## src/csfl_pkg.sv

```systemverilog
`default_nettype none
package csfl_pkg;

  // ----------------------------------------------------------------
  // Register map and bus
  // ----------------------------------------------------------------
  localparam logic [7:0]  ADR_STATUS_A = 8'h00;
  localparam logic [7:0]  ADR_STATUS_B = 8'h04;
  localparam logic [7:0]  ADR_IRQ_STS  = 8'h08;
  localparam logic [7:0]  ADR_IRQ_MSK  = 8'h0c;
  localparam logic [31:0] RD_UNMAPPED  = 32'h0000_0000;

  // ----------------------------------------------------------------
  // Status word fields
  // ----------------------------------------------------------------
  localparam int PTR_HI = 15;
  localparam int PTR_LO = 13;
  localparam int A_WRAP = 12;
  localparam int A_CLMP = 11;
  localparam int A_MASK = 9;
  localparam int DP_HI  = 8;
  localparam int B_MAP  = 12;
  localparam int B_TEST = 11;
  localparam int B_SXT  = 10;
  localparam int B_CRY  = 9;
  localparam int B_XF   = 4;
  localparam int PM_HI  = 1;
  localparam logic [15:0] RSV_ONES_A = 16'h0400;
  localparam logic [15:0] RSV_ONES_B = 16'h01ec;

  // ----------------------------------------------------------------
  // Reset values and encodings
  // ----------------------------------------------------------------
  localparam logic [2:0]  PTR_RST = 3'h0;
  localparam logic [8:0]  DP_RST  = 9'h000;
  localparam logic [1:0]  PM_NONE = 2'h0;
  localparam logic [1:0]  PM_L1   = 2'h1;
  localparam logic [1:0]  PM_L4   = 2'h2;
  localparam logic [1:0]  PM_R6   = 2'h3;
  localparam logic [1:0]  CMP_EQ  = 2'h0;
  localparam logic [1:0]  CMP_LT  = 2'h1;
  localparam logic [1:0]  CMP_GT  = 2'h2;
  localparam int          IRQ_W   = 3;
  localparam int          EV_WRAP = 0;
  localparam int          EV_TRAP = 1;
  localparam int          EV_TEST = 2;

  typedef enum logic [4:0] {
    OPC_NONE, OPC_LST0, OPC_LST1, OPC_SET_CONTROL_BIT_OP, OPC_CLEAR_CONTROL_BIT_OP, OPC_LOAD_AUX_POINTER_OP, OPC_MAR, OPC_IND,
    OPC_LDP, OPC_SPM, OPC_ADD, OPC_SUB, OPC_ADD16, OPC_SUB16, OPC_SHIFT,
    OPC_BCOV, OPC_TEST, OPC_AUX_COMPARE_OP, OPC_MSB_ALIGN_OP, OPC_TRAP
  } csfl_opc_t;

  typedef enum logic [2:0] {
    CB_CRY, CB_MAP, CB_MASK, CB_CLMP, CB_SXT, CB_TEST, CB_XF
  } csfl_cbit_t;

  typedef struct packed {
    logic        valid;
    csfl_opc_t   code;
    csfl_cbit_t  cbit;
    logic        flag;
    logic        ovf;
    logic [15:0] operand;
    logic [15:0] ar_val;
    logic [15:0] ar0_val;
  } csfl_op_t;

  typedef struct packed {
    logic [31:0] product;
    logic [15:0] data;
    logic [4:0]  shift;
    logic        no_ext;
    logic [6:0]  instr_lo;
  } csfl_dp_t;

endpackage : csfl_pkg
`default_nettype wire

```

## src/csfl_status.sv

```systemverilog
// Operation
// - Pointer write copies old pointer into backup
// - Load-status one copies backup into pointer
// - Pointer selects auxiliary register, several writers
// - Add carry sets, subtract borrow clears
// - Shifted add only sets, sub only clears
// - Carry resets to one; other updaters
// - Direct address is page plus low seven
// - Mask blocks maskable interrupts, not NMI
// - Mask set on reset and trap taken
// - Wrap flag sticky until branch, load, reset
// - Clamp mode saturates accumulator on overflow
// - Product shift: none, left1, left4, right6
// - Shift only on transfer, product untouched
// - Sign extend select controls scaling extension
// - External flag pin, set/clear, reset one
// - Reserved status bits read as ones
//
// Design decisions made here: register access over Wishbone and the placing of the registers.
`timescale 1ns/10ps
`default_nettype none
module csfl_status
  import csfl_pkg::*;
(
  // Clock and reset
  input  wire logic        clk_i,
  input  wire logic        rst_i,
  // Wishbone slave
  input  wire logic        wb_cyc_i,
  input  wire logic        wb_stb_i,
  input  wire logic        wb_we_i,
  input  wire logic [7:0]  wb_adr_i,
  input  wire logic [3:0]  wb_sel_i,
  input  wire logic [31:0] wb_dat_i,
  output logic      [31:0] wb_dat_o,
  output logic             wb_ack_o,
  // Core side
  input  wire csfl_op_t    op_i,
  input  wire csfl_dp_t    dp_i,
  input  wire logic        irq_req_i,
  input  wire logic        nmi_req_i,
  // Status and datapath results
  output logic      [15:0] status_word_a_o,
  output logic      [15:0] status_word_b_o,
  output logic             ext_flag_o,
  output logic             dual_ram_map_o,
  output logic      [15:0] direct_addr_o,
  output logic      [31:0] scaled_product_o,
  output logic      [31:0] scaled_data_o,
  output logic             clamp_mode_o,
  output logic             irq_accept_o,
  output logic             nmi_accept_o,
  output logic             irq_o
);

  // ----------------------------------------------------------------
  // Fields
  // ----------------------------------------------------------------
  logic [2:0]       aux_reg_pointer_r;
  logic [2:0]       aux_pointer_backup_r;
  logic             sticky_arith_wrap_flag_r;
  logic             clamp_mode_r;
  logic             global_irq_mask_r;
  logic [8:0]       page_base_pointer_r;
  logic             dual_ram_map_select_r;
  logic             test_result_flag_r;
  logic             sign_extend_select_r;
  logic             carry_r;
  logic             ext_flag_output_r;
  logic [1:0]       product_shift_select_r;
  logic [IRQ_W-1:0] irq_sts_r;
  logic [IRQ_W-1:0] irq_msk_r;
  logic [15:0]      word_a;
  logic [15:0]      word_b;

  // ----------------------------------------------------------------
  // Bus decode
  // ----------------------------------------------------------------
  // A bus write waits for a cycle with no core operation, so the two
  // writers never collide on one field.
  logic       bus_req;
  logic       bus_go;
  logic       bus_wr;
  logic       wr_a;
  logic       wr_b;
  logic       wr_sts;
  logic       wr_msk;
  logic       op_v;
  logic       ld_a;
  logic       ld_b;
  logic [15:0] ld_val;
  logic       set_control_bit_op;
  logic       clear_control_bit_op;
  logic       ptr_wr;
  logic       test_op;
  logic       test_set;
  logic       cmp_hit;
  logic [IRQ_W-1:0] ev;

  assign bus_req = wb_cyc_i & wb_stb_i & ~wb_ack_o;
  assign bus_go  = bus_req & (~wb_we_i | ~op_i.valid);
  assign bus_wr  = bus_go & wb_we_i & (&wb_sel_i[1:0]);
  assign wr_a    = bus_wr & (wb_adr_i == ADR_STATUS_A);
  assign wr_b    = bus_wr & (wb_adr_i == ADR_STATUS_B);
  assign wr_sts  = bus_wr & (wb_adr_i == ADR_IRQ_STS);
  assign wr_msk  = bus_wr & (wb_adr_i == ADR_IRQ_MSK);

  assign op_v    = op_i.valid;
  assign ld_a    = wr_a | (op_v & (op_i.code == OPC_LST0));
  assign ld_b    = wr_b | (op_v & (op_i.code == OPC_LST1));
  assign ld_val  = op_v ? op_i.operand : wb_dat_i[15:0];
  assign set_control_bit_op    = op_v & (op_i.code == OPC_SET_CONTROL_BIT_OP);
  assign clear_control_bit_op    = op_v & (op_i.code == OPC_CLEAR_CONTROL_BIT_OP);
  assign ptr_wr  = op_v & ((op_i.code == OPC_LOAD_AUX_POINTER_OP) | (op_i.code == OPC_MAR) | (op_i.code == OPC_IND));

  always_comb begin
    case (op_i.operand[1:0])
      CMP_EQ:  cmp_hit = (op_i.ar_val == op_i.ar0_val);
      CMP_LT:  cmp_hit = (op_i.ar_val <  op_i.ar0_val);
      CMP_GT:  cmp_hit = (op_i.ar_val >  op_i.ar0_val);
      default: cmp_hit = (op_i.ar_val != op_i.ar0_val);
    endcase
  end

  assign test_op  = op_v & ((op_i.code == OPC_TEST) | (op_i.code == OPC_AUX_COMPARE_OP) | (op_i.code == OPC_MSB_ALIGN_OP));
  assign test_set = (op_i.code == OPC_TEST) ? op_i.flag :
                    (op_i.code == OPC_AUX_COMPARE_OP) ? cmp_hit :
                    (op_i.operand[1] ^ op_i.operand[0]);

  // ----------------------------------------------------------------
  // Auxiliary pointer and backup
  // ----------------------------------------------------------------
  always_ff @(posedge clk_i) begin
    if (rst_i) begin
      aux_reg_pointer_r    <= PTR_RST;
      aux_pointer_backup_r <= PTR_RST;
    end else if (ptr_wr) begin
      aux_reg_pointer_r    <= op_i.operand[2:0];
      aux_pointer_backup_r <= aux_reg_pointer_r;
    end else if (ld_b) begin
      aux_pointer_backup_r <= ld_val[PTR_HI:PTR_LO];
      aux_reg_pointer_r    <= ld_val[PTR_HI:PTR_LO];
    end else if (ld_a) begin
      aux_reg_pointer_r    <= ld_val[PTR_HI:PTR_LO];
    end
  end

  // ----------------------------------------------------------------
  // Carry
  // ----------------------------------------------------------------
  // The flag field carries the adder carry-out; for a subtraction a
  // carry-out of zero is a borrow.
  always_ff @(posedge clk_i) begin
    if (rst_i) begin
      carry_r <= 1'b1;
    end else if (op_v) begin
      case (op_i.code)
        OPC_ADD, OPC_SUB, OPC_SHIFT: carry_r <= op_i.flag;
        OPC_ADD16: if (op_i.flag) carry_r <= 1'b1;
        OPC_SUB16: if (!op_i.flag) carry_r <= 1'b0;
        OPC_SET_CONTROL_BIT_OP:  if (op_i.cbit == CB_CRY) carry_r <= 1'b1;
        OPC_CLEAR_CONTROL_BIT_OP:  if (op_i.cbit == CB_CRY) carry_r <= 1'b0;
        OPC_LST1:  carry_r <= op_i.operand[B_CRY];
        default:   carry_r <= carry_r;
      endcase
    end else if (wr_b) begin
      carry_r <= wb_dat_i[B_CRY];
    end
  end

  // ----------------------------------------------------------------
  // Mode and control bits
  // ----------------------------------------------------------------
  always_ff @(posedge clk_i) begin
    if (rst_i) begin
      dual_ram_map_select_r <= 1'b0;
      clamp_mode_r          <= 1'b0;
      sign_extend_select_r  <= 1'b1;
      ext_flag_output_r     <= 1'b1;
    end else if (set_control_bit_op | clear_control_bit_op) begin
      if (op_i.cbit == CB_MAP)  dual_ram_map_select_r <= set_control_bit_op;
      if (op_i.cbit == CB_CLMP) clamp_mode_r          <= set_control_bit_op;
      if (op_i.cbit == CB_SXT)  sign_extend_select_r  <= set_control_bit_op;
      if (op_i.cbit == CB_XF)   ext_flag_output_r     <= set_control_bit_op;
    end else begin
      if (ld_a) clamp_mode_r <= ld_val[A_CLMP];
      if (ld_b) dual_ram_map_select_r <= ld_val[B_MAP];
      if (ld_b) sign_extend_select_r  <= ld_val[B_SXT];
    end
  end

  // Loading a status word never touches the mask
  always_ff @(posedge clk_i) begin
    if (rst_i) begin
      global_irq_mask_r <= 1'b1;
    end else if (op_v & (op_i.code == OPC_TRAP)) begin
      global_irq_mask_r <= 1'b1;
    end else if ((set_control_bit_op | clear_control_bit_op) & (op_i.cbit == CB_MASK)) begin
      global_irq_mask_r <= set_control_bit_op;
    end
  end

  always_ff @(posedge clk_i) begin
    if (rst_i) begin
      page_base_pointer_r <= DP_RST;
    end else if (ld_a) begin
      page_base_pointer_r <= ld_val[DP_HI:0];
    end else if (op_v & (op_i.code == OPC_LDP)) begin
      page_base_pointer_r <= op_i.operand[DP_HI:0];
    end
  end

  always_ff @(posedge clk_i) begin
    if (rst_i) begin
      product_shift_select_r <= PM_NONE;
    end else if (op_v & (op_i.code == OPC_SPM)) begin
      product_shift_select_r <= op_i.operand[PM_HI:0];
    end else if (ld_b) begin
      product_shift_select_r <= ld_val[PM_HI:0];
    end
  end

  // ----------------------------------------------------------------
  // Sticky wrap flag and test flag
  // ----------------------------------------------------------------
  // A new overflow wins over a clear in the same cycle.
  always_ff @(posedge clk_i) begin
    if (rst_i) begin
      sticky_arith_wrap_flag_r <= 1'b0;
    end else if (op_v & op_i.ovf) begin
      sticky_arith_wrap_flag_r <= 1'b1;
    end else if ((op_v & (op_i.code == OPC_BCOV)) | ld_a) begin
      sticky_arith_wrap_flag_r <= ld_a ? ld_val[A_WRAP] : 1'b0;
    end
  end

  always_ff @(posedge clk_i) begin
    if (rst_i) begin
      test_result_flag_r <= 1'b0;
    end else if (test_op) begin
      test_result_flag_r <= test_set;
    end else if ((set_control_bit_op | clear_control_bit_op) & (op_i.cbit == CB_TEST)) begin
      test_result_flag_r <= set_control_bit_op;
    end else if (ld_b) begin
      test_result_flag_r <= ld_val[B_TEST];
    end
  end

  // ----------------------------------------------------------------
  // Datapath side effects
  // ----------------------------------------------------------------
  // Shifting only the copy keeps the product register intact, so an
  // interrupt context save sees the raw value, not the shifted one.
  logic [31:0] ext_data;
  logic [31:0] shifted_data;
  assign ext_data     = {{16{sign_extend_select_r & ~dp_i.no_ext & dp_i.data[15]}}, dp_i.data};
  assign shifted_data = ext_data << dp_i.shift;

  always_ff @(posedge clk_i) begin
    if (rst_i) begin
      scaled_product_o <= 32'h0000_0000;
      scaled_data_o    <= 32'h0000_0000;
      direct_addr_o    <= 16'h0000;
    end else begin
      case (product_shift_select_r)
        PM_L1:   scaled_product_o <= {dp_i.product[30:0], 1'b0};
        PM_L4:   scaled_product_o <= {dp_i.product[27:0], 4'h0};
        PM_R6:   scaled_product_o <= {{6{dp_i.product[31]}}, dp_i.product[31:6]};
        default: scaled_product_o <= dp_i.product;
      endcase
      scaled_data_o <= shifted_data;
      direct_addr_o <= {page_base_pointer_r, dp_i.instr_lo};
    end
  end

  // ----------------------------------------------------------------
  // Interrupt gating and event status
  // ----------------------------------------------------------------
  always_ff @(posedge clk_i) begin
    if (rst_i) begin
      irq_accept_o <= 1'b0;
      nmi_accept_o <= 1'b0;
    end else begin
      irq_accept_o <= irq_req_i & ~global_irq_mask_r;
      nmi_accept_o <= nmi_req_i;
    end
  end

  assign ev[EV_WRAP] = op_v & op_i.ovf;
  assign ev[EV_TRAP] = op_v & (op_i.code == OPC_TRAP);
  assign ev[EV_TEST] = test_op & test_set;

  // Set wins over a write-one clear in the same cycle
  for (genvar g = 0; g < IRQ_W; g++) begin : g_sts
    always_ff @(posedge clk_i) begin
      if (rst_i) begin
        irq_sts_r[g] <= 1'b0;
      end else if (ev[g]) begin
        irq_sts_r[g] <= 1'b1;
      end else if (wr_sts & wb_dat_i[g]) begin
        irq_sts_r[g] <= 1'b0;
      end
    end
  end

  always_ff @(posedge clk_i) begin
    if (rst_i) begin
      irq_msk_r <= '0;
      irq_o     <= 1'b0;
    end else begin
      if (wr_msk) irq_msk_r <= wb_dat_i[IRQ_W-1:0];
      irq_o <= |(irq_sts_r & irq_msk_r);
    end
  end

  // ----------------------------------------------------------------
  // Status words and bus read
  // ----------------------------------------------------------------
  assign word_a = RSV_ONES_A | {aux_reg_pointer_r, sticky_arith_wrap_flag_r, clamp_mode_r, 1'b0,
                                global_irq_mask_r, page_base_pointer_r};
  assign word_b = RSV_ONES_B | {aux_pointer_backup_r, dual_ram_map_select_r, test_result_flag_r,
                                sign_extend_select_r, carry_r, 4'h0, ext_flag_output_r, 2'h0,
                                product_shift_select_r};

  always_ff @(posedge clk_i) begin
    if (rst_i) begin
      wb_ack_o        <= 1'b0;
      wb_dat_o        <= RD_UNMAPPED;
      status_word_a_o <= RSV_ONES_A;
      status_word_b_o <= RSV_ONES_B;
      ext_flag_o      <= 1'b1;
      dual_ram_map_o  <= 1'b0;
      clamp_mode_o    <= 1'b0;
    end else begin
      wb_ack_o        <= bus_go;
      status_word_a_o <= word_a;
      status_word_b_o <= word_b;
      ext_flag_o      <= ext_flag_output_r;
      dual_ram_map_o  <= dual_ram_map_select_r;
      clamp_mode_o    <= clamp_mode_r;
      case (wb_adr_i)
        ADR_STATUS_A: wb_dat_o <= {16'h0000, word_a};
        ADR_STATUS_B: wb_dat_o <= {16'h0000, word_b};
        ADR_IRQ_STS:  wb_dat_o <= {29'h0, irq_sts_r};
        ADR_IRQ_MSK:  wb_dat_o <= {29'h0, irq_msk_r};
        default:      wb_dat_o <= RD_UNMAPPED;
      endcase
    end
  end

  // ----------------------------------------------------------------
  // Checks
  // ----------------------------------------------------------------
  a_backup_copy_ptr: assert property (@(posedge clk_i) disable iff (rst_i)
    ptr_wr |=> aux_pointer_backup_r == $past(aux_reg_pointer_r))
    else $error("backup did not take old pointer");
  a_lst_ptr_same: assert property (@(posedge clk_i) disable iff (rst_i)
    (ld_b & ~ptr_wr) |=> aux_reg_pointer_r == aux_pointer_backup_r)
    else $error("pointer and backup differ after load");
  a_add16_no_clear: assert property (@(posedge clk_i) disable iff (rst_i)
    (op_v & op_i.code == OPC_ADD16 & carry_r) |=> carry_r)
    else $error("shifted add cleared carry");
  a_sub_borrow_clr: assert property (@(posedge clk_i) disable iff (rst_i)
    (op_v & op_i.code == OPC_SUB & ~op_i.flag) |=> ~carry_r)
    else $error("borrow left carry set");
  a_mask_blocks_irq: assert property (@(posedge clk_i) disable iff (rst_i)
    (global_irq_mask_r & irq_req_i) |=> ~irq_accept_o)
    else $error("masked interrupt accepted");
  a_mask_lst_keep: assert property (@(posedge clk_i) disable iff (rst_i)
    (ld_a | ld_b) & ~set_control_bit_op & ~clear_control_bit_op & ~ev[EV_TRAP] |=> $stable(global_irq_mask_r))
    else $error("status load changed mask");
  a_wrap_sticky: assert property (@(posedge clk_i) disable iff (rst_i)
    (sticky_arith_wrap_flag_r & ~ld_a & ~(op_v & op_i.code == OPC_BCOV)) |=> sticky_arith_wrap_flag_r)
    else $error("wrap flag dropped");
  a_daddr_concat: assert property (@(posedge clk_i) disable iff (rst_i)
    ##1 direct_addr_o == {$past(page_base_pointer_r), $past(dp_i.instr_lo)})
    else $error("direct address wrong");
  a_rsv_ones: assert property (@(posedge clk_i) disable iff (rst_i)
    ((status_word_a_o & RSV_ONES_A) == RSV_ONES_A) && ((status_word_b_o & RSV_ONES_B) == RSV_ONES_B))
    else $error("reserved bit reads zero");
  a_pm_right6: assert property (@(posedge clk_i) disable iff (rst_i)
    (product_shift_select_r == PM_R6) |=> scaled_product_o == {{6{$past(dp_i.product[31])}}, $past(dp_i.product[31:6])})
    else $error("right six shift wrong");

endmodule : csfl_status
`default_nettype wire

```

## config.mk

```make
export PLATFORM = sky130hd
export DESIGN_NAME = csfl_status
export DESIGN_NICKNAME = d
export VERILOG_FILES = /design/src/csfl_pkg.sv /design/src/csfl_status.sv
export SDC_FILE = /design/constraint.sdc
export NUM_CORES = 1
export LEC_CHECK = 0
export BUFFER_PORTS_ARGS = -buffer_cell sky130_fd_sc_hd__buf_2
export CORE_UTILIZATION = 44
export CTS_CLUSTER_DIAMETER = 80
export DETAILED_ROUTE_END_ITERATION = 16
export PLACE_DENSITY = 0.84
export REMOVE_ABC_BUFFERS = 1
export SLEW_MARGIN = 20
export SYNTH_ARGS = -nofsm -noshare
export SYNTH_HDL_FRONTEND = slang
export SYNTH_SLANG_ARGS = --single-unit
```

## constraint.sdc

```tcl
create_clock -name clk_i -period 1.9 [get_ports clk_i]
set_input_delay 0.095 -clock clk_i [delete_from_list [all_inputs] [get_ports clk_i]]
set_output_delay 0.095 -clock clk_i [all_outputs]
set_load 0.02 [all_outputs]
```

==> qor.yml <==
route.detailed.drc: 0
synthArstFlopShare_pct: 0
num_rows: 47
synth_xor_area_share_pct: 0.345
via_per_inst: 5.44
post_drt_wl_per_cell_um: 16.8
violations: "setup timing"
drive_gt1_share_pct: 39.4
drv_cap: 0
yosys_most_used_dff: "dfxtp_1"
yosysWarnings: 0
crit_path_end_kind: "register"
yosys.area_share.adder_pct: 3.29
num_io_pins: 322
critPathBufInv: 1
leakage_nw: 4.69
clkLatencyLatePin_ns: 0.41
syn_area_per_cell_um2: 9.65
antenna_found_initial: 0
status: "complete, but fails checks"
path_clk_slew_ns: 0.06
start_util_pct: 45.4
hold_violations: 0
fmax_mhz: 520
clkSinkCount: 148
setup_viol: 3
synth_edf_count: 0
power_density_nw_per_um2: 754
peakVddDrop_mv: 0.572
synth-compound-area-share_pct: 12.4
gp_congestion: 0.945
critPathMaxFanout: 7
dr.pass1.iters: 5
grt_pass1_wl_mm: 34.5
synth_top_family_by_area: "multiplexers"
skew_ns: 0.00572
wirelength_mm: 22.3
slowest_delay_ns: 0.49
worstPathRequired_ns: 2.24
clock_path_buffers: 2
grt_max_degree: 67
antenna_cells: 0
cp_cell_sequence: "or4b_4 -> or4_4 -> o41ai_4 -> buf_4 -> o221ai_2 -> a31oi_1"
place.detailed.hpwl_mm: 16.7
die_w_um: 133
path_class: "reg -> reg"
fin_util_pct: 60.3
root_buffer: "clkbuf_16"
yosysUniqueCellTypes: 64
final.period_utilization_pct: 101
dieArea_um2: 17800
nets: 1283
ys_ff_latch: 148
core-area_um2: 16800
portBuffers: 280
pre_cts_ws_ns: -0.229
grt_setup_unrepaired: "true"
synthMuxAreaShare_pct: 19.7
min_period_ns: 1.92
startpoint_type: "register"
cts_tree: "built"
max-slew-margin-rel_pct: 63.9
gr-total-overflow: 0
critPathArrivalTime_ns: 2.26
synthesis.area_um2: 7610
hold_class: "in -> reg"
grt_pass1_vias: 6715
fin_ws_ns: -0.0219
synth-seq-area-share_pct: 39.0
cts_buffers: 17
slowest_stage: "or4b_4"
routed-via-count: 7203
cts_htree_levels: 4
num-fill-cells: 1456
die_y_um: 133
grt_use_total_pct: 25.0
worst_slew_pin_slew_ns: 0.540
drt-initial-drc-count: 583
syn_inst: 788
area_growth_pct: 32.8
drv_slew: 0
detail-route-antenna-nets: 0
yosys.area_share.simple_pct: 17.5
crit_family: "simple AND/OR/NAND/NOR gates"
==> cells in the mapped netlist (all sizes together), types with 2 or more instances <==
library cell / count / area share [%]
dfxtp: 148 / 39
nor2: 90 / 4.4
buf: 51 / 4.5
mux2i: 44 / 5.8
nor2b: 40 / 3.3
a21oi: 39 / 2.6
mux4: 39 / 12
nand2: 38 / 1.9
clkbuf: 37 / 1.8
and2: 29 / 2.4
inv: 27 / 1.3
o21ai: 26 / 1.7
ha: 20 / 3.3
a211oi: 18 / 1.8
mux2: 16 / 2.4
nand3: 13 / 0.86
a22oi: 8 / 0.79
nand4: 8 / 0.66
a31oi: 7 / 0.58
nand2b: 7 / 0.58
nor3b: 7 / 0.69
a221oi: 6 / 0.69
nand3b: 6 / 0.59
nor3: 6 / 0.39
a211o: 4 / 0.46
a21boi: 3 / 0.30
a21o: 3 / 0.30
a2bb2oi: 3 / 0.35
nor4: 3 / 0.25
o211ai: 3 / 0.30
o31ai: 3 / 0.30
and3: 2 / 0.16
conb: 2 / 0.099
nor4b: 2 / 0.23
o21bai: 2 / 0.20
o311ai: 2 / 0.23
or3: 2 / 0.16
or4: 2 / 0.25
or4b: 2 / 0.26
xor2: 2 / 0.23
==> tightest hold or removal path: cells and delay by family <==
kind                   cells  cell delay, ns
buffers and inverters      1            0.10
AO/OA/AOI/OAI              1            0.08
multiplexers               1            0.11
==> stage by stage <==
step	instance area, um^2	setup TNS (ns)	cells	total power [mW]	hold WS (ns)
finish	10100	-0.0403	1325	7.61	0.0190
global route	10100	-0.369	1325	7.92	0.00975
global placement	9310	-1.13	1270	4.56	0.303
floorplan	7200	-10.89	721	4.00	0.160
CTS	10100	-0.0886	1323	7.66	0.00676
detailed placement	9310	-1.62	1270	4.59	0.308
==> kinds of logic after synthesis <==
group / count (synthesis)
and+or+nand+nor: 261
other: 2
AOI/OAI and AO/OA: 139
xor gates and xnor gates: 3
DFF: 148
muxes: 99
adders and majority gates: 20
buffers and inverters: 116
==> routing by layer <==
| metal | vias to the layer above | global-route usage [%] | part of all wire (%) |
|---|---|---|---|
| met4 | 0 | 10.2 | 2.4 |
| met2 | 375 | 41.6 | 49 |
| met1 | 3424 | 32.0 | 42 |
| met3 | 39 | 4.30 | 6.4 |
| met5 | - | 0 | 0 |
| li1 | 3365 | - | - |
==> area by class of cell <==
type | count | area [um^2] | area share, %
Multi-Input combinational cell | 545 | 4180 | 41.4
Sequential cell | 148 | 2970 | 29.4
Inverter | 28 | 105 | 1.04
Clock buffer | 21 | 450 | 4.46
Timing Repair Buffer | 352 | 2050 | 20.3
Clock inverter | 11 | 80.1 | 0.793
Tap cell | 220 | 275 | 2.73
==> sequential cells by signal, summed over array words and instances (netlist names), 2 cells and up <==
name,flops
irq_sts_r,3
page_base_pointer_r,9
status_word_b_o,10
irq_msk_r,3
product_shift_select_r,2
scaled_data_o,32
aux_pointer_backup_r,3
aux_reg_pointer_r,3
status_word_a_o,7
wb_dat_o,16
direct_addr_o,15
scaled_product_o,32
==> placed cells by master (no fill, tap or decap), drive strengths merged, types with 8 or more instances in the layout <==
cell type,Yosys,final
and2,29,29
o21ai,26,26
ha,20,20
a21oi,39,39
mux4,39,39
nor2,90,90
nand4,8,8
nand2,38,38
conb,2,23
mux2,16,16
inv,27,28
dfxtp,148,148
nand3,13,13
a211oi,18,18
nor2b,40,40
mux2i,44,44
a22oi,8,8
buf,51,333
dlygate4sd3,0,19
clkbuf,37,21
==> timing repair <==
| action | 4_1_cts | 5_1_grt |
|---|---|---|
| buffers inserted | 2 | 2 |
| endpoints found under the hold margin | 18 | 0 |
| setup endpoints to repair | 15 | 15 |
| pin swaps | 6 | 4 |
| gates cloned | 0 | 0 |
| hold buffers | 19 | 0 |
| resized for setup | 2 | 6 |
==> path summary, 6_finish.rpt <==
path	slack [ns]	cells after the start	start	to
worst min register to register	0.45	2	aux_pointer_backup_r[2]$_SDFFE_PP0P_	status_word_b_o[15]$_SDFF_PP0_
worst max-delay path	-0.02	6	wb_ack_o$_SDFF_PP0_	page_base_pointer_r[5]$_SDFFE_PP0P_
worst min-delay path	0.02	3	wb_dat_i[3]	page_base_pointer_r[3]$_SDFFE_PP0P_
worst max register to register	-0.02	6	wb_ack_o$_SDFF_PP0_	page_base_pointer_r[5]$_SDFFE_PP0P_
==> where the power goes <==
part,switching (mW),internal [mW]
registers,0.0400,3.22
clock network,1.33,1.71
logic,0.738,0.578
Power figures use the tool's default switching activity.
